File: config.mk
export PLATFORM = sky130hd
export DESIGN_NAME = ufbm_ctl
export DESIGN_NICKNAME = d
export VERILOG_FILES = /design/src/rtl/ufbm_pkg.sv /design/src/rtl/ufbm_ctl.sv
export SDC_FILE = /design/constraint.sdc
export NUM_CORES = 1
export LEC_CHECK = 0
export BUFFER_PORTS_ARGS = -buffer_cell sky130_fd_sc_hd__buf_2
export CORE_MARGIN = 1
export CORE_UTILIZATION = 25
export CTS_CLUSTER_DIAMETER = 60
export DETAILED_ROUTE_END_ITERATION = 12
export GPL_ROUTABILITY_DRIVEN = 0
export PLACE_DENSITY_LB_ADDON = 0.1
export SLEW_MARGIN = 10
export SYNTH_ARGS = -nofsm -noshare
export SYNTH_HDL_FRONTEND = slang
export SYNTH_SLANG_ARGS = --single-unit
File: constraint.sdc
create_clock -name MCLK -period 7.35 [get_ports MCLK]
set_input_delay 0.735 -clock MCLK [delete_from_list [all_inputs] [get_ports MCLK]]
set_output_delay 0.735 -clock MCLK [all_outputs]
set_load 0.02 [all_outputs]
File: src/rtl/ufbm_pkg.sv
// Purpose: Shared constants and types for the serial format, bank and modem control block
// Assumes: AXI4-Lite register access, 32-bit data, one register per aligned word
// Notes:   Serial timing counts are in ticks of a 16x sample strobe
package ufbm_pkg;
  // Register byte addresses
  localparam logic [7:0] ADDR_DATA   = 8'h00;
  localparam logic [7:0] ADDR_FIFO   = 8'h04;
  localparam logic [7:0] ADDR_FMT    = 8'h0C;
  localparam logic [7:0] ADDR_MODEM  = 8'h10;
  localparam logic [7:0] ADDR_STAT   = 8'h14;
  localparam logic [7:0] ADDR_SHADOW = 8'h18;
  // Field positions
  localparam int FMT_STOP  = 2;
  localparam int FMT_PAR   = 3;
  localparam int FMT_EVEN  = 4;
  localparam int FMT_STICK = 5;
  localparam int FMT_BRK   = 6;
  localparam int BSR_EN    = 7;
  localparam int MCR_DTR   = 0;
  localparam int MCR_RTS   = 1;
  localparam int MCR_RING  = 2;
  localparam int MCR_LOOP  = 4;
  // Reset values
  localparam logic [7:0] FMT_RST  = 8'h00;
  localparam logic [7:0] BSR_RST  = 8'h00;
  localparam logic [7:0] MCR_RST  = 8'h00;
  localparam logic [7:0] FIFO_RST = 8'h00;
  // Serial timing in sample ticks
  localparam logic [5:0] TICKS_BIT  = 6'h10;
  localparam logic [5:0] TICKS_HALF = 6'h08;
  localparam logic [5:0] TICKS_S15  = 6'h18;
  localparam logic [5:0] TICKS_S2   = 6'h20;
  // FIFO thresholds by code
  localparam logic [4:0] TX_THR [4] = '{5'h01, 5'h03, 5'h09, 5'h0D};
  localparam logic [4:0] RX_THR [4] = '{5'h01, 5'h04, 5'h08, 5'h0E};
  // Bank select codes for banks 2 to 7
  localparam logic [7:0] BANK_CODE [6] = '{8'hE0, 8'hE4, 8'hE8, 8'hEC, 8'hF0, 8'hF4};
  localparam logic [3:0] BANK_RSVD = 4'hF;
  localparam logic [3:0] BANK_SHADOW = 4'h3;
  // Bus responses
  localparam logic [1:0] RESP_OKAY   = 2'h0;
  localparam logic [1:0] RESP_SLVERR = 2'h2;
  typedef enum logic [2:0] {
    UFBM_UART = 3'b000, UFBM_SHARP = 3'b010, UFBM_SIR = 3'b011, UFBM_CIR = 3'b110
  } ufbm_mode_t;
  typedef enum logic [2:0] {
    S_IDLE = 3'b000, S_START = 3'b001, S_DATA = 3'b010, S_PAR = 3'b011, S_STOP = 3'b100
  } ufbm_ser_t;
endpackage

File: src/rtl/ufbm_ctl.sv
// Purpose: Serial format, bank select and modem control with a small serial engine
// Assumes: SAMPLE_TICK is a one-cycle strobe at 16x the bit rate; FIFO levels come from outside
// Notes:   All state freezes while CE is low
module ufbm_ctl
  import ufbm_pkg::*;
(
  input  wire logic                  MCLK,
  input  wire logic                  RESET,
  input  wire logic                  CE,
  input  wire logic [7:0]            AWADDR,
  input  wire logic                  AWVALID,
  output logic                       AWREADY,
  input  wire logic [31:0]           WDATA,
  input  wire logic [3:0]            WSTRB,
  input  wire logic                  WVALID,
  output logic                       WREADY,
  output logic [1:0]                 BRESP,
  output logic                       BVALID,
  input  wire logic                  BREADY,
  input  wire logic [7:0]            ARADDR,
  input  wire logic                  ARVALID,
  output logic                       ARREADY,
  output logic [31:0]                RDATA,
  output logic [1:0]                 RRESP,
  output logic                       RVALID,
  input  wire logic                  RREADY,
  input  wire logic                  EXT_MODE,
  input  ufbm_pkg::ufbm_mode_t       OP_MODE,
  input  wire logic                  SHARP_MOD_EN,
  input  wire logic                  SAMPLE_TICK,
  input  wire logic                  SIN,
  input  wire logic [4:0]            TX_LEVEL,
  input  wire logic [4:0]            RX_LEVEL,
  output logic                       SERIAL_OUT_PIN,
  output logic                       INFRARED_TX_PIN,
  output logic                       DTR_N,
  output logic                       RTS_N,
  output logic                       LOOP_DSR,
  output logic                       LOOP_CTS,
  output logic                       LOOP_RI,
  output logic                       TX_LOW_EVT,
  output logic                       RX_HIGH_EVT,
  output logic [3:0]                 BANK_SEL
);
  import ufbm_pkg::*;

  logic [7:0]  line_format_q, register_bank_select_q, modem_line_control_q, fifo_ctl_q;
  logic        aw_hold_q, w_hold_q, bvalid_q, rvalid_q, awready_q, wready_q, arready_q;
  logic [7:0]  aw_addr_q, w_data_q;
  logic        w_strb_q;
  logic [31:0] rdata_q;
  logic [1:0]  bresp_q, rresp_q;
  ufbm_ser_t   tx_st_q, tx_st_d, rx_st_q, rx_st_d;
  logic [5:0]  tx_cnt_q, rx_cnt_q;
  logic [2:0]  tx_idx_q, rx_idx_q;
  logic [7:0]  tx_sh_q, rx_sh_q, rx_data_q;
  logic        tx_line_q, ir_phase_q, rx_avail_q, par_err_q, frm_err_q, rx_par_bad_q;
  logic        serial_out_pin_q, infrared_tx_pin_q, dtr_n_q, rts_n_q, dsr_q, cts_q, ri_q, txlow_q, rxhigh_q;
  logic [3:0]  bank_q;

  // Parity bit over the low n data bits
  function automatic logic par_bit(input logic [7:0] d, input logic [1:0] len,
                                   input logic even, input logic stick);
    logic [7:0] m;
    m = d & (8'hFF >> (3 - len));
    if (stick) begin
      par_bit = ~even;
    end else begin
      par_bit = even ? ^m : ~^m;
    end
  endfunction

  // Bus handshake decode
  wire aw_fire = AWVALID & awready_q;
  wire w_fire  = WVALID & wready_q;
  wire ar_fire = ARVALID & arready_q;
  wire wr_do   = aw_hold_q & w_hold_q & ~bvalid_q;
  wire wr_b0   = wr_do & w_strb_q;
  wire aw_hold_d = (aw_hold_q | aw_fire) & ~wr_do;
  wire w_hold_d  = (w_hold_q | w_fire) & ~wr_do;
  wire bvalid_d  = wr_do | (bvalid_q & ~BREADY);
  wire rvalid_d  = ar_fire | (rvalid_q & ~RREADY);
  wire wr_fmt    = wr_b0 & (aw_addr_q == ADDR_FMT);
  wire wr_fifo   = wr_b0 & (aw_addr_q == ADDR_FIFO);
  wire wr_mcr    = wr_b0 & (aw_addr_q == ADDR_MODEM);
  wire wr_data   = wr_b0 & (aw_addr_q == ADDR_DATA);
  wire wr_hit    = (aw_addr_q == ADDR_FMT) | (aw_addr_q == ADDR_FIFO) | (aw_addr_q == ADDR_MODEM) |
                   (aw_addr_q == ADDR_DATA) | (aw_addr_q == ADDR_STAT) | (aw_addr_q == ADDR_SHADOW);
  wire rd_data   = ar_fire & (ARADDR == ADDR_DATA);
  wire rd_stat   = ar_fire & (ARADDR == ADDR_STAT);

  wire [7:0] fmt_eff = (OP_MODE == UFBM_CIR) ? FMT_RST : line_format_q;
  wire [1:0] len     = fmt_eff[1:0];
  wire       brk     = fmt_eff[FMT_BRK];
  wire       loop    = modem_line_control_q[MCR_LOOP];

  logic [3:0] bank_d;
  always_comb begin
    bank_d = BANK_RSVD;
    if (!register_bank_select_q[7]) begin
      bank_d = 4'h0;
    end else if (!register_bank_select_q[6] || (register_bank_select_q[1:0] != 2'h0)) begin
      bank_d = 4'h1;
    end else begin
      for (int i = 0; i < 6; i++) begin
        if (register_bank_select_q == BANK_CODE[i]) begin
          bank_d = 4'(i + 2);
        end
      end
    end
  end

  // Read data selection
  logic [31:0] rd_d;
  logic        rd_ok;
  always_comb begin
    rd_d  = 32'h0000_0000;
    rd_ok = 1'b1;
    case (ARADDR)
      ADDR_DATA:   rd_d[7:0] = rx_data_q;
      ADDR_FIFO:   rd_d[7:0] = fifo_ctl_q;
      ADDR_FMT:    rd_d[7:0] = register_bank_select_q;
      ADDR_MODEM:  rd_d[7:0] = modem_line_control_q;
      ADDR_STAT:   rd_d[5:0] = {rxhigh_q, txlow_q, tx_st_q == S_IDLE, frm_err_q, par_err_q, rx_avail_q};
      // format copy only in bank three
      ADDR_SHADOW: rd_d[7:0] = (bank_q == BANK_SHADOW) ? line_format_q : 8'h00;
      default:     rd_ok = 1'b0;
    endcase
  end

  // Bus channel flops
  always_ff @(posedge MCLK or posedge RESET) begin
    if (RESET) begin
      {aw_hold_q, w_hold_q, bvalid_q, rvalid_q} <= 4'h0;
      {awready_q, wready_q, arready_q} <= 3'h7;
      {aw_addr_q, w_data_q, w_strb_q} <= 17'h0_0000;
      {rdata_q, bresp_q, rresp_q} <= 36'h0_0000_0000;
    end else if (CE) begin
      aw_hold_q <= aw_hold_d;
      w_hold_q  <= w_hold_d;
      awready_q <= ~aw_hold_d;
      wready_q  <= ~w_hold_d;
      bvalid_q  <= bvalid_d;
      rvalid_q  <= rvalid_d;
      arready_q <= ~rvalid_d;
      if (aw_fire) aw_addr_q <= AWADDR;
      if (w_fire) begin
        w_data_q <= WDATA[7:0];
        w_strb_q <= WSTRB[0];
      end
      if (wr_do) bresp_q <= wr_hit ? RESP_OKAY : RESP_SLVERR;
      if (ar_fire) begin
        rdata_q <= rd_d;
        rresp_q <= rd_ok ? RESP_OKAY : RESP_SLVERR;
      end
    end
  end

  // Control registers
  always_ff @(posedge MCLK or posedge RESET) begin
    if (RESET) begin
      line_format_q          <= FMT_RST;
      register_bank_select_q <= BSR_RST;
      modem_line_control_q   <= MCR_RST;
      fifo_ctl_q             <= FIFO_RST;
    end else if (CE) begin
      if (wr_fmt) begin
        register_bank_select_q <= w_data_q;
        if (!w_data_q[BSR_EN]) line_format_q <= w_data_q;
      end
      if (wr_mcr) modem_line_control_q <= {3'h0, w_data_q[4:0]};
      if (wr_fifo) fifo_ctl_q <= {w_data_q[7:4], 4'h0};
    end
  end

  // Transmit engine next state
  wire [5:0] stop_len  = !fmt_eff[FMT_STOP] ? TICKS_BIT : (len == 2'h0) ? TICKS_S15 : TICKS_S2;
  wire [5:0] tx_len    = (tx_st_q == S_STOP) ? stop_len : TICKS_BIT;
  wire       tx_bitend = SAMPLE_TICK & (tx_cnt_q == tx_len - 6'h01);
  wire [2:0] last_idx  = 3'h4 + {1'b0, len};
  always_comb begin
    tx_st_d = tx_st_q;
    case (tx_st_q)
      S_IDLE:  if (wr_data) tx_st_d = S_START;
      S_START: if (tx_bitend) tx_st_d = S_DATA;
      S_DATA:  if (tx_bitend && tx_idx_q == last_idx) tx_st_d = fmt_eff[FMT_PAR] ? S_PAR : S_STOP;
      S_PAR:   if (tx_bitend) tx_st_d = S_STOP;
      S_STOP:  if (tx_bitend) tx_st_d = S_IDLE;
      default: tx_st_d = S_IDLE;
    endcase
  end

  always_ff @(posedge MCLK or posedge RESET) begin
    if (RESET) begin
      tx_st_q <= S_IDLE;
      {tx_cnt_q, tx_idx_q, tx_sh_q} <= 17'h0_0000;
      tx_line_q  <= 1'b1;
      ir_phase_q <= 1'b0;
    end else if (CE) begin
      tx_st_q <= tx_st_d;
      if (SAMPLE_TICK) ir_phase_q <= ~ir_phase_q;
      if (tx_st_q == S_IDLE) begin
        tx_cnt_q <= 6'h00;
        tx_idx_q <= 3'h0;
        if (wr_data) tx_sh_q <= w_data_q;
      end else if (SAMPLE_TICK) begin
        tx_cnt_q <= tx_bitend ? 6'h00 : tx_cnt_q + 6'h01;
        if (tx_bitend && tx_st_q == S_DATA) tx_idx_q <= tx_idx_q + 3'h1;
      end
      case (tx_st_d)
        S_START: tx_line_q <= 1'b0;
        S_DATA:  tx_line_q <= tx_sh_q[tx_st_q == S_DATA ? tx_idx_q + 3'(tx_bitend) : 3'h0];
        S_PAR:   tx_line_q <= par_bit(tx_sh_q, len, fmt_eff[FMT_EVEN], fmt_eff[FMT_STICK]);
        default: tx_line_q <= 1'b1;
      endcase
    end
  end

  // Receive engine next state
  wire rx_in     = loop ? tx_line_q : SIN;
  wire rx_sample = SAMPLE_TICK & (rx_cnt_q == TICKS_BIT - 6'h01);
  wire rx_mid    = SAMPLE_TICK & (rx_cnt_q == TICKS_HALF - 6'h01);
  wire [7:0] rx_char = rx_sh_q >> (3 - len);
  always_comb begin
    rx_st_d = rx_st_q;
    case (rx_st_q)
      S_IDLE:  if (SAMPLE_TICK && !rx_in) rx_st_d = S_START;
      S_START: if (rx_mid) rx_st_d = rx_in ? S_IDLE : S_DATA;
      S_DATA:  if (rx_sample && rx_idx_q == last_idx) rx_st_d = fmt_eff[FMT_PAR] ? S_PAR : S_STOP;
      S_PAR:   if (rx_sample) rx_st_d = S_STOP;
      S_STOP:  if (rx_sample) rx_st_d = S_IDLE;
      default: rx_st_d = S_IDLE;
    endcase
  end

  // Receive counters, shifter and flags; set wins over read clear
  wire rx_done = (rx_st_q == S_STOP) & rx_sample;
  always_ff @(posedge MCLK or posedge RESET) begin
    if (RESET) begin
      rx_st_q <= S_IDLE;
      {rx_cnt_q, rx_idx_q, rx_sh_q, rx_data_q} <= 25'h000_0000;
      {rx_avail_q, par_err_q, frm_err_q, rx_par_bad_q} <= 4'h0;
    end else if (CE) begin
      rx_st_q <= rx_st_d;
      if (rx_st_q == S_IDLE || (rx_st_q == S_START && rx_mid)) begin
        rx_cnt_q <= 6'h00;
        rx_idx_q <= 3'h0;
      end else if (SAMPLE_TICK) begin
        rx_cnt_q <= rx_sample ? 6'h00 : rx_cnt_q + 6'h01;
      end
      if (rx_sample && rx_st_q == S_DATA) begin
        rx_sh_q  <= {rx_in, rx_sh_q[7:1]};
        rx_idx_q <= rx_idx_q + 3'h1;
      end
      if (rx_sample && rx_st_q == S_PAR)
        rx_par_bad_q <= rx_in != par_bit(rx_char, len, fmt_eff[FMT_EVEN], fmt_eff[FMT_STICK]);
      else if (rx_st_q == S_START) rx_par_bad_q <= 1'b0;
      if (rx_done) rx_data_q <= rx_char;
      rx_avail_q <= rx_done | (rx_avail_q & ~rd_data);
      par_err_q  <= (rx_done & rx_par_bad_q) | (par_err_q & ~rd_stat);
      frm_err_q  <= (rx_done & ~rx_in) | (frm_err_q & ~rd_stat);
    end
  end

  // Output stage values
  wire is_uart  = OP_MODE == UFBM_UART;
  wire ir_pulse = (OP_MODE == UFBM_SIR) | (OP_MODE == UFBM_SHARP && SHARP_MOD_EN);
  wire serial_out_pin_d   = is_uart ? (brk ? 1'b0 : (loop | tx_line_q)) : 1'b1;
  wire ir_brk   = ir_pulse ? ir_phase_q : 1'b1;
  wire ir_norm  = ir_pulse ? (~tx_line_q & ir_phase_q) : ~tx_line_q;
  wire infrared_tx_pin_d   = (OP_MODE == UFBM_SIR || OP_MODE == UFBM_SHARP) & ~loop & (brk ? ir_brk : ir_norm);
  wire txlow_d  = EXT_MODE ? (TX_LEVEL < TX_THR[fifo_ctl_q[5:4]]) : (TX_LEVEL == 5'h00);
  wire rxhigh_d = RX_LEVEL >= RX_THR[fifo_ctl_q[7:6]];

  // Registered pins
  always_ff @(posedge MCLK or posedge RESET) begin
    if (RESET) begin
      {serial_out_pin_q, dtr_n_q, rts_n_q} <= 3'h7;
      {infrared_tx_pin_q, dsr_q, cts_q, ri_q, txlow_q, rxhigh_q} <= 6'h00;
      bank_q <= 4'h0;
    end else if (CE) begin
      serial_out_pin_q   <= serial_out_pin_d;
      infrared_tx_pin_q   <= infrared_tx_pin_d;
      dtr_n_q  <= ~(modem_line_control_q[MCR_DTR] & ~loop);
      rts_n_q  <= ~(modem_line_control_q[MCR_RTS] & ~loop);
      dsr_q    <= loop & modem_line_control_q[MCR_DTR];
      cts_q    <= loop & modem_line_control_q[MCR_RTS];
      ri_q     <= loop & (EXT_MODE ? modem_line_control_q[MCR_DTR] : modem_line_control_q[MCR_RING]);
      txlow_q  <= txlow_d;
      rxhigh_q <= rxhigh_d;
      bank_q   <= bank_d;
    end
  end

  assign {AWREADY, WREADY, ARREADY} = {awready_q, wready_q, arready_q};
  assign {BVALID, BRESP, RVALID, RDATA, RRESP} = {bvalid_q, bresp_q, rvalid_q, rdata_q, rresp_q};
  assign {SERIAL_OUT_PIN, INFRARED_TX_PIN, DTR_N, RTS_N} = {serial_out_pin_q, infrared_tx_pin_q, dtr_n_q, rts_n_q};
  assign {LOOP_DSR, LOOP_CTS, LOOP_RI} = {dsr_q, cts_q, ri_q};
  assign {TX_LOW_EVT, RX_HIGH_EVT, BANK_SEL} = {txlow_q, rxhigh_q, bank_q};
endmodule // ufbm_ctl

==> impl_metrics.py, run 1 <==
metrics = {
    "place": {
        "hpwl_um": 13500,
        "port_buffers": 77,
    },
    "synth": {
        "synthArstFlopShare_pct": 100,
        "synth_area_sq_um": 6910,
        "synth_edf_count": 0,
        "yosysUniqueCellTypes": 71,
        "ys_dominant_reg_cell": "dfrtp_1",
        "seq_area_frac_synth_pct": 45.4,
        "synthCells": 689,
        "ys_warn_count": 0,
        "avgSynthCellArea_sq_um": 10.0,
        "synth-seq-cells": 125,
    },
    "layout": {
        "num_antenna_cells": 0,
        "seq_area_sq_um": 3140,
        "fillers": 2804,
        "syn_to_final_growth_pct": 17.3,
        "nets": 849,
        "drive_gt1_share_pct": 25.4,
        "multi_input_area_sq_um": 3430,
        "fin_util_pct": 30.0,
    },
    "clock_tree": {
        "worstSkewPairLatency_ps": 420,
        "cts_buffers": 17,
        "cts_tree": "yes",
        "holdBufCountCts": 0,
        "cts_buffer_depth": 2,
        "cts_sinks": 125,
        "cts-root-buf": "clkbuf_16",
        "clkTransAtPathRegs_ps": 60,
        "cts-htree-levels": 4,
        "cts_resized": 0,
        "cts_setup_buffers": 0,
    },
    "sta": {
        "tightest_slew_ps": 1060,
        "final.setup.tns_ps": 0,
        "final.setup_skew_ps": 10.2,
        "period_share_pct": 58.2,
        "setup_viol": 0,
        "rsz0062_at_grt": "no",
        "final-hold-violation-count": 0,
        "slew_violations": 0,
        "slew_headroom_pct": 29.5,
        "max_freq_ghz": 0.234,
        "fin_crit_ps": 4280,
    },
    "routing": {
        "via_count": 5333,
        "vias_per_cell": 4.80,
        "wirelength_um": 18900,
        "drc": 0,
        "drt-pass1-iter-count": 4,
        "drtIter0Drc": 230,
        "wl_per_cell_um": 17.0,
        "ant_nets": 0,
    },
    "global_route": {
        "grt_max_degree": 78,
        "gr-max-usage-layer": "met2",
        "use_met2_pct": 22.0,
        "grt_overflow_total": 0,
        "gr-usage-met3_pct": 2.28,
        "track_usage_pct": 13.9,
        "grt_pass1_vias": 5398,
        "grt_pass1_wl_um": 30400,
        "grtUsageMet1_pct": 19.4,
        "antenna_found_initial": 0,
    },
    "die": {
        "die_y_um": 168,
        "dieArea_sq_um": 28300,
        "io-pin-count": 131,
        "rows": 60,
        "coreArea_sq_um": 27000,
        "start_util_pct": 25.6,
        "fp.dieW_um": 168,
    },
    "pwr": {
        "leakagePower_nw": 3.53,
        "power_density_nw_per_um2": 260,
        "vdd_drop_max_v": 0.000157,
    },
    "setup_path": {
        "reg2reg_depth": 15,
        "crit_path_max_incr_delay_ps": 600,
        "path_common_cell": "ha_1",
        "crit_arrival_ps": 4630,
        "r2r_slack_ps": 3470,
        "critical_path_class": "input pin to register",
        "r2r-end": "tx_line_q$_DFFE_PP1P_",
        "start_kind": "input pin",
        "slowest_stage": "or4_4",
        "cp.required_ps": 7700,
        "cp_max_fo": 12,
        "cp-end-kind": "register",
        "cp_cell_sequence": "buf_2, nand3b_1, o21ai_0, nor2_1, ha_1, xor2_1, or4_4, clkinv_4, ha_1, ha_1, xor2_1, nand2_1, a311oi_1, a21oi_1, a31oi_1, a21oi_1, o32a_1",
        "timing.rr.start": "line_format_q[1]$_DFFE_PP0P_",
    },
    "worst_hold_path": {
        "hp-class": "input pin to async pin",
    },
    "run": {
        "maxCapViolCount": 0,
    },
    "outcome": {
        "run_status": "completed",
    },
}
-- where the power goes --
| part | total [W] | internal, W | switching (W) |
|---|---|---|---|
| registers | 0.000935 | 0.000800 | 0.000135 |
| clock network | 0.000828 | 0.000480 | 0.000348 |
| logic | 0.000347 | 0.000156 | 0.000191 |
| total | 0.00211 | 0.00144 | 0.000674 |
-- worst max-delay path by stage --
stage	end	startpoint
finish	tx_line_q$_DFFE_PP1P_	OP_MODE[0]
global route	tx_line_q$_DFFE_PP1P_	OP_MODE[0]
CTS	tx_line_q$_DFFE_PP1P_	OP_MODE[0]
detailed placement	tx_line_q$_DFFE_PP1P_	OP_MODE[0]
global placement	tx_line_q$_DFFE_PP1P_	OP_MODE[0]
floorplan	BANK_SEL[0]$_DFFE_PP0P_	RESET
-- stage by stage --
step	std cells	instance area (sq um)	setup slack, ps	hold slack (ps)	power [W]
2_1_floorplan	714	7000	3300	440	0.00117
3_3_place_gp	1080	7530	2640	462	0.00129
3_5_place_dp	1080	7530	2590	467	0.00130
4_1_cts	1112	8100	3030	415	0.00215
5_1_grt	1112	8100	2700	456	0.00223
6_report	1112	8100	3070	399	0.00211
-- cell usage in the layout, fill, tap and decap left out, types with 10 or more instances in the layout --
cell type	n
a22oi_1	11
nand3_1	17
conb_1	26
buf_2	77
o2bb2ai_1	10
inv_1	21
a21oi_1	38
mux2_2	59
clkbuf_16	17
nand2_1	63
nor2_1	42
a31oi_1	11
o21ai_0	60
ha_1	14
dfrtp_1	118
xnor2_1	15
-- final cells by class --
type	instances	share of cell area, %
Multi-Input combinational cell	506	42.4
Clock inverter	14	1.64
Inverter	24	1.20
Timing Repair Buffer	84	5.40
Clock buffer	18	5.42
Tap cell	341	5.26
Sequential cell	125	38.7
-- state kept, by name, indices dropped and copies added (netlist names), 3 cells and up --
register and cells:
rx_cnt_q 6, rx_data_q 8, register_bank_select_q 8, modem_line_control_q 5
aw_addr_q 8, rx_st_q 3, tx_idx_q 3, RDATA 8
tx_cnt_q 6, w_data_q 8, tx_sh_q 8, BANK_SEL 4
tx_st_q 3, line_format_q 7, fifo_ctl_q 4, rx_idx_q 3
rx_sh_q 8
-- Yosys cell counts, types with 14 or more instances --
library cell / n / share of area [%]
a21oi_1: 38 / 2.8
buf_4: 27 / 2.9
clkbuf_1: 20 / 1.1
dfrtp_1: 118 / 43
ha_1: 14 / 2.5
inv_1: 22 / 1.2
mux2_2: 59 / 9.6
nand2_1: 63 / 3.4
nand3_1: 17 / 1.2
nor2_1: 42 / 2.3
o21ai_0: 60 / 4.3
xnor2_1: 15 / 1.9
-- critical path: cells and delay by family --
| kind | cells | cell delay [ps] |
|---|---|---|
| adders and majority gates | 3 | 600 |
| AOI/OAI and AO/OA | 6 | 1430 |
| xor gates and xnor gates | 2 | 330 |
| buffers and inverters | 2 | 220 |
| and+or+nand+nor | 4 | 1320 |
-- cells by family after synthesis --
group / synth area share, %
AOI/OAI and AO/OA: 16.4
xor gates and xnor gates: 3.08
adders and majority gates: 2.53
buffers and inverters: 6.28
DFF: 45.4
muxes: 11.2
other: 0.0543
and+or+nand+nor: 15.0
-- routing by layer --
layer  wire [um]  up-vias
met3         526       12
li1            -     2601
met1        9380     2620
met2        8750      100
met4         225        0
met5           0        -
(Power assumes the default switching activity.)
==> inputs of run 2 (changes only) <==
==> constraint.sdc (replaced) <==
create_clock -name MCLK -period 4.31 [get_ports MCLK]
set_input_delay 0.431 -clock MCLK [delete_from_list [all_inputs] [get_ports MCLK]]
set_output_delay 0.431 -clock MCLK [all_outputs]
set_load 0.02 [all_outputs]
==> run 2 against run 1 <==
Die area is the same. Count of clock-buffer cells in the layout is the same. Routed wire length is essentially flat. First-iteration DRC count grew 50%. Critical path depth shrank 2. Combinational power grew 71%. Clock power grew 68%. Sequential share of layout area shrank 0.17 points. Clock skew grew 1.1 ps. Critical endpoint unchanged. Highest routed layer unchanged.
==> impl_metrics.py, run 2 (synthesis gave the netlist of run 1 again) <==
metrics = {
    "routing": {
        "drtIter0Drc": 346,
        "wl_per_cell_um": 16.9,
        "drt-pass1-iter-count": 5,
        "drc": 0,
        "wirelength_um": 18900,
        "ant_nets": 0,
        "vias_per_cell": 4.90,
        "via_count": 5468,
    },
    "layout": {
        "fillers": 2816,
        "syn_to_final_growth_pct": 17.8,
        "drive_gt1_share_pct": 25.7,
        "fin_cells": 1116,
        "num_antenna_cells": 0,
        "mostFrequentLayoutCells": "dfrtp_1 (118), buf_2 (77), nand2_1 (63)",
        "nets": 853,
        "layout_commonest_cell": "dfrtp_1",
    },
    "die": {
        "coreArea_sq_um": 27000,
        "fp.dieW_um": 168,
        "io-pin-count": 131,
        "die_y_um": 168,
        "rows": 60,
        "start_util_pct": 25.6,
        "dieArea_sq_um": 28300,
    },
    "setup_path": {
        "crit_arrival_ps": 4150,
        "critical_path_class": "register to register",
        "cp_max_fo": 9,
        "cp.required_ps": 4660,
        "cp-end-kind": "register",
        "start_kind": "register",
    },
    "clock_tree": {
        "cts-htree-levels": 4,
        "cts_resized": 0,
        "cts_buffer_depth": 2,
        "worstSkewPairLatency_ps": 430,
        "cts-root-buf": "clkbuf_16",
        "cts_tree": "yes",
        "clkTransAtPathRegs_ps": 60,
        "cts_setup_buffers": 0,
        "cts_sinks": 125,
        "holdBufCountCts": 0,
        "cts_buffers": 17,
    },
    "pwr": {
        "power_frac_clock_pct": 38.8,
        "power_switching_w": 0.00114,
        "leakagePower_nw": 3.55,
        "swShare_pct": 32.0,
        "power_density_nw_per_um2": 440,
        "vdd_drop_max_v": 0.000254,
        "internal_power_w": 0.00244,
        "p_comb_share_pct": 16.6,
        "p_seq_share_pct": 44.6,
    },
    "sta": {
        "period_share_pct": 88.2,
        "final-hold-violation-count": 0,
        "fin_crit_ps": 3800,
        "final.setup.tns_ps": 0,
        "slew_headroom_pct": 28.6,
        "slew_violations": 0,
        "rsz0062_at_grt": "no",
        "tightest_slew_ps": 1060,
        "final.setup_skew_ps": 11.4,
        "max_freq_ghz": 0.263,
        "setup_viol": 0,
    },
    "place": {
        "hpwl_um": 13600,
        "place_inst": 1084,
        "port_buffers": 77,
    },
    "global_route": {
        "grt_max_degree": 85,
        "grt_pass1_vias": 5369,
        "grt_overflow_total": 0,
        "grt_pass1_wl_um": 30400,
        "track_usage_pct": 14.0,
        "antenna_found_initial": 0,
    },
    "worst_hold_path": {
        "hp-class": "input pin to async pin",
    },
    "outcome": {
        "run_status": "completed",
    },
    "run": {
        "maxCapViolCount": 0,
    },
}
-- run 2: cell count changes in the layout (fill, tap and decap cells not counted), sizes merged --
cell | before | now
buf | 84 | 88
clkinv | 7 | 6
inv | 28 | 29
-- run 2: cell type report --
| class | count | area, sq um | share of cell area [%] |
|---|---|---|---|
| inverters | 24 | 100 | 1.23 |
| well taps | 341 | 427 | 5.24 |
| multi-input cells | 506 | 3430 | 42.2 |
| clock buffers | 18 | 429 | 5.27 |
| repair buffers | 88 | 480 | 5.90 |
| flip-flops and latches | 125 | 3140 | 38.5 |
| clock inverters | 14 | 133 | 1.63 |
-- run 2: worst paths after layout --
path                                        start                   endpoint  slack, ps  depth (start not counted)
min in group MCLK                     TX_LEVEL[4]     TX_LOW_EVT$_DFFE_PP0P_        190                          2
setup / recovery           tx_st_q[0]$_DFFE_PP0P_      tx_line_q$_DFFE_PP1P_        510                         15
hold reg to reg            ir_phase_q$_DFFE_PP0P_     ir_phase_q$_DFFE_PP0P_        480                          1
hold / removal                              RESET  fifo_ctl_q[7]$_DFFE_PP0P_        150                          2
setup reg to reg           tx_st_q[0]$_DFFE_PP0P_      tx_line_q$_DFFE_PP1P_        510                         15
max in group asynchronous                   RESET        ARREADY$_DFFE_PP1P_       3370                          3
-- run 2: per-layer routing --
layer  global-route usage (%)  routed length [um]  vias to the layer above
met5                        0                   0                        -
met4                     4.07                 204                        0
met3                     2.94                 707                       13
met2                     22.1                8730                      134
met1                     19.2                9220                     2704
li1                         -                   -                     2617
-- run 2: power groups by stage --
stage,clock [W],combinational (W),sequential (W)
final,0.00139,0.000594,0.00160
after detailed placement,0,0.000606,0.00162
after global routing,0.00148,0.000671,0.00164
after global placement,0,0.000589,0.00161
after CTS,0.00143,0.000608,0.00160
after floorplan,0,0.000441,0.00155
-- run 2: per-stage QoR --
step / utilization, % / setup WS (ps) / hold slack, ps / total power [W] / cell area, sq um
3_5_place_dp: 28.0 / 451 / 472 / 0.00223 / 7570
4_1_cts: 30.1 / 519 / 172 / 0.00364 / 8140
2_1_floorplan: - / 563 / 440 / 0.00199 / 7000
6_report: 30.1 / 511 / 149 / 0.00358 / 8140
5_1_grt: 30.1 / 192 / 191 / 0.00379 / 8140
3_3_place_gp: 28.0 / 499 / 460 / 0.00220 / 7570
-- run 2: worst max-delay path, cell delays in order (launching register included) --
cell and delay, ps:
dfrtp_1 470, nand4bb_4 290, nor4_4 200, ha_1 290, xor2_1 160, or4_4 590, clkinv_4 110, ha_1 150
ha_1 150, xor2_1 150, nand2_1 150, a211oi_1 330, a221oi_1 90, a31oi_1 190, a21oi_1 90, o32a_1 330
==> inputs of run 3 (changes only) <==
--- a/config.mk
+++ b/config.mk
@@ -6,12 +6,14 @@
 export NUM_CORES = 1
 export LEC_CHECK = 0
 export BUFFER_PORTS_ARGS = -buffer_cell sky130_fd_sc_hd__buf_2
+export CORE_ASPECT_RATIO = 0.5
 export CORE_MARGIN = 1
 export CORE_UTILIZATION = 25
 export CTS_CLUSTER_DIAMETER = 60
 export DETAILED_ROUTE_END_ITERATION = 12
 export GPL_ROUTABILITY_DRIVEN = 0
 export PLACE_DENSITY_LB_ADDON = 0.1
+export SETUP_SLACK_MARGIN = 0.15
 export SLEW_MARGIN = 10
 export SYNTH_ARGS = -nofsm -noshare
 export SYNTH_HDL_FRONTEND = slang
==> constraint.sdc (replaced) <==
create_clock -name MCLK -period 4.1 [get_ports MCLK]
set_input_delay 0.41 -clock MCLK [delete_from_list [all_inputs] [get_ports MCLK]]
set_output_delay 0.41 -clock MCLK [all_outputs]
set_load 0.02 [all_outputs]
==> run 3 against run 2 <==
Cell count is 1.1% higher. Non-clock buffer count is 1 higher. Critical path type unchanged. Via count up 0.57%. Register-to-register slack worse by 90 ps. Clock power up 14%. Utilization increased by 0.59 points. Total power grew 8.5%. Critical path depth stayed put. Sequential power up 4%. Largest power group unchanged. Worst setup slack got worse by 93 ps. Global-route usage rose by 0.56 points.
==> impl_metrics.py, run 3 (synthesis gave the netlist of run 1 again) <==
metrics = {
    "layout": {
        "drive_gt1_share_pct": 26.7,
        "mostFrequentLayoutCells": "dfrtp_1 (116), buf_2 (77), nand2_1 (62)",
        "nets": 854,
        "syn_to_final_growth_pct": 19.1,
        "layout_commonest_cell": "dfrtp_1",
        "num_antenna_cells": 0,
    },
    "sta": {
        "final.setup_skew_ps": 15.0,
        "tightest_slew_ps": 1010,
        "setup_viol": 0,
        "period_share_pct": 89.8,
        "hold_ws_ps": 156,
        "final-hold-violation-count": 0,
        "slew_violations": 0,
        "max_freq_ghz": 0.272,
        "rsz0062_at_grt": "no",
        "slew_headroom_pct": 32.1,
        "fin_crit_ps": 3680,
        "final.setup.tns_ps": 0,
    },
    "die": {
        "rows": 42,
        "coreArea_sq_um": 26800,
        "dieArea_sq_um": 28400,
        "start_util_pct": 25.8,
        "fp.dieW_um": 237,
        "io-pin-count": 131,
        "die_y_um": 120,
    },
    "clock_tree": {
        "cts_buffers": 17,
        "cts-htree-levels": 4,
        "cts_buffer_depth": 2,
        "worstSkewPairLatency_ps": 440,
        "cts-root-buf": "clkbuf_16",
        "cts_sinks": 125,
        "clkTransAtPathRegs_ps": 60,
        "cts_setup_buffers": 0,
        "cts_resized": 0,
        "holdBufCountCts": 0,
        "cts_tree": "yes",
    },
    "setup_path": {
        "cp-end-kind": "register",
        "r2r_slack_ps": 420,
        "r2r-end": "tx_line_q$_DFFE_PP1P_",
        "slowest_stage": "or4_4",
        "timing.rr.start": "tx_st_q[0]$_DFFE_PP0P_",
        "crit_arrival_ps": 4040,
        "critical_path_class": "register to register",
        "path_common_cell": "ha_1",
        "crit_path_max_incr_delay_ps": 600,
        "cp_max_fo": 9,
        "start_kind": "register",
        "cp.required_ps": 4460,
        "reg2reg_depth": 15,
        "cp_cell_sequence": "nand4bb_4, nor4_4, ha_1, xor2_1, or4_4, clkinv_4, ha_1, ha_1, xor2_2, nand2_2, a211oi_2, a221oi_1, a31oi_1, a21oi_1, o32a_1",
    },
    "routing": {
        "wl_per_cell_um": 17.2,
        "via_count": 5499,
        "vias_per_cell": 4.88,
        "wirelength_um": 19400,
        "ant_nets": 0,
        "drc": 0,
        "drtIter0Drc": 348,
        "drt-pass1-iter-count": 5,
    },
    "outcome": {
        "run_status": "completed",
    },
    "global_route": {
        "grt_overflow_total": 0,
        "antenna_found_initial": 0,
        "grt_pass1_vias": 5248,
        "grt_pass1_wl_um": 31200,
        "track_usage_pct": 14.5,
        "grt_max_degree": 68,
    },
    "run": {
        "maxCapViolCount": 0,
    },
    "place": {
        "hpwl_um": 14000,
        "port_buffers": 77,
    },
    "pwr": {
        "vdd_drop_max_v": 0.000205,
        "power_density_nw_per_um2": 472,
        "leakagePower_nw": 3.57,
    },
    "worst_hold_path": {
        "hp-class": "input pin to async pin",
    },
}
[run 3: final cells by class]
| cell class | instances | area (sq um) |
|---|---|---|
| multi-input combinational | 506 | 3460 |
| clock buffer | 19 | 443 |
| inverter | 24 | 97.6 |
| fill | 2803 | 18600 |
| clock inverter | 13 | 163 |
| tap | 352 | 440 |
| timing repair buffer | 89 | 488 |
| sequential | 125 | 3140 |
[run 3: worst max-delay path: cells and delay by family, from the launching register on]
| kind | cells | cell delay [ps] |
|---|---|---|
| buffers and inverters | 1 | 110 |
| xor gates and xnor gates | 2 | 320 |
| adders and majority gates | 3 | 610 |
| and+or+nand+nor | 4 | 1190 |
| AOI/OAI and AO/OA | 5 | 920 |
| DFF | 1 | 460 |
[run 3: worst max path at each step]
stage,slack (ps),cells past startpoint,from,endpoint
floorplan,370,1,RESET,BANK_SEL[0]$_DFFE_PP0P_
global placement,330,16,OP_MODE[2],tx_line_q$_DFFE_PP1P_
detailed placement,290,16,OP_MODE[2],tx_line_q$_DFFE_PP1P_
CTS,310,15,tx_st_q[0]$_DFFE_PP0P_,tx_line_q$_DFFE_PP1P_
global route,160,15,tx_st_q[0]$_DFFE_PP0P_,tx_line_q$_DFFE_PP1P_
finish,420,15,tx_st_q[0]$_DFFE_PP0P_,tx_line_q$_DFFE_PP1P_
[run 3: power by group]
| group | internal, W | leakage, nW | total, W | switching [W] |
|---|---|---|---|---|
| Sequential | 0.00143 | 1.63 | 0.00167 | 0.000237 |
| Combinational | 0.000282 | 1.65 | 0.000628 | 0.000346 |
| Clock | 0.000974 | 0.290 | 0.00159 | 0.000613 |
| Total | 0.00269 | 3.57 | 0.00389 | 0.00120 |
[run 3: stage by stage]
| stage | power, W | instance area, sq um | setup slack, ps | util [%] | instances |
|---|---|---|---|---|---|
| after detailed placement | 0.00233 | 7600 | 291 | 28.4 | 1096 |
| after floorplan | 0.00209 | 7000 | 374 | - | 714 |
| final | 0.00389 | 8230 | 418 | 30.7 | 1128 |
| after CTS | 0.00394 | 8210 | 311 | 30.6 | 1128 |
| after global routing | 0.00411 | 8230 | 160 | 30.7 | 1128 |
| after global placement | 0.00233 | 7600 | 328 | 28.4 | 1096 |
[run 3: metal layers]
metal  GRT usage (%)  vias to the layer above  part of all wire, %
met5               0                        -                    0
met4            4.72                        0                  1.3
met3            3.38                       19                  3.2
met2            21.4                       96                   44
met1            20.9                     2764                   51
li1                -                     2620                    -
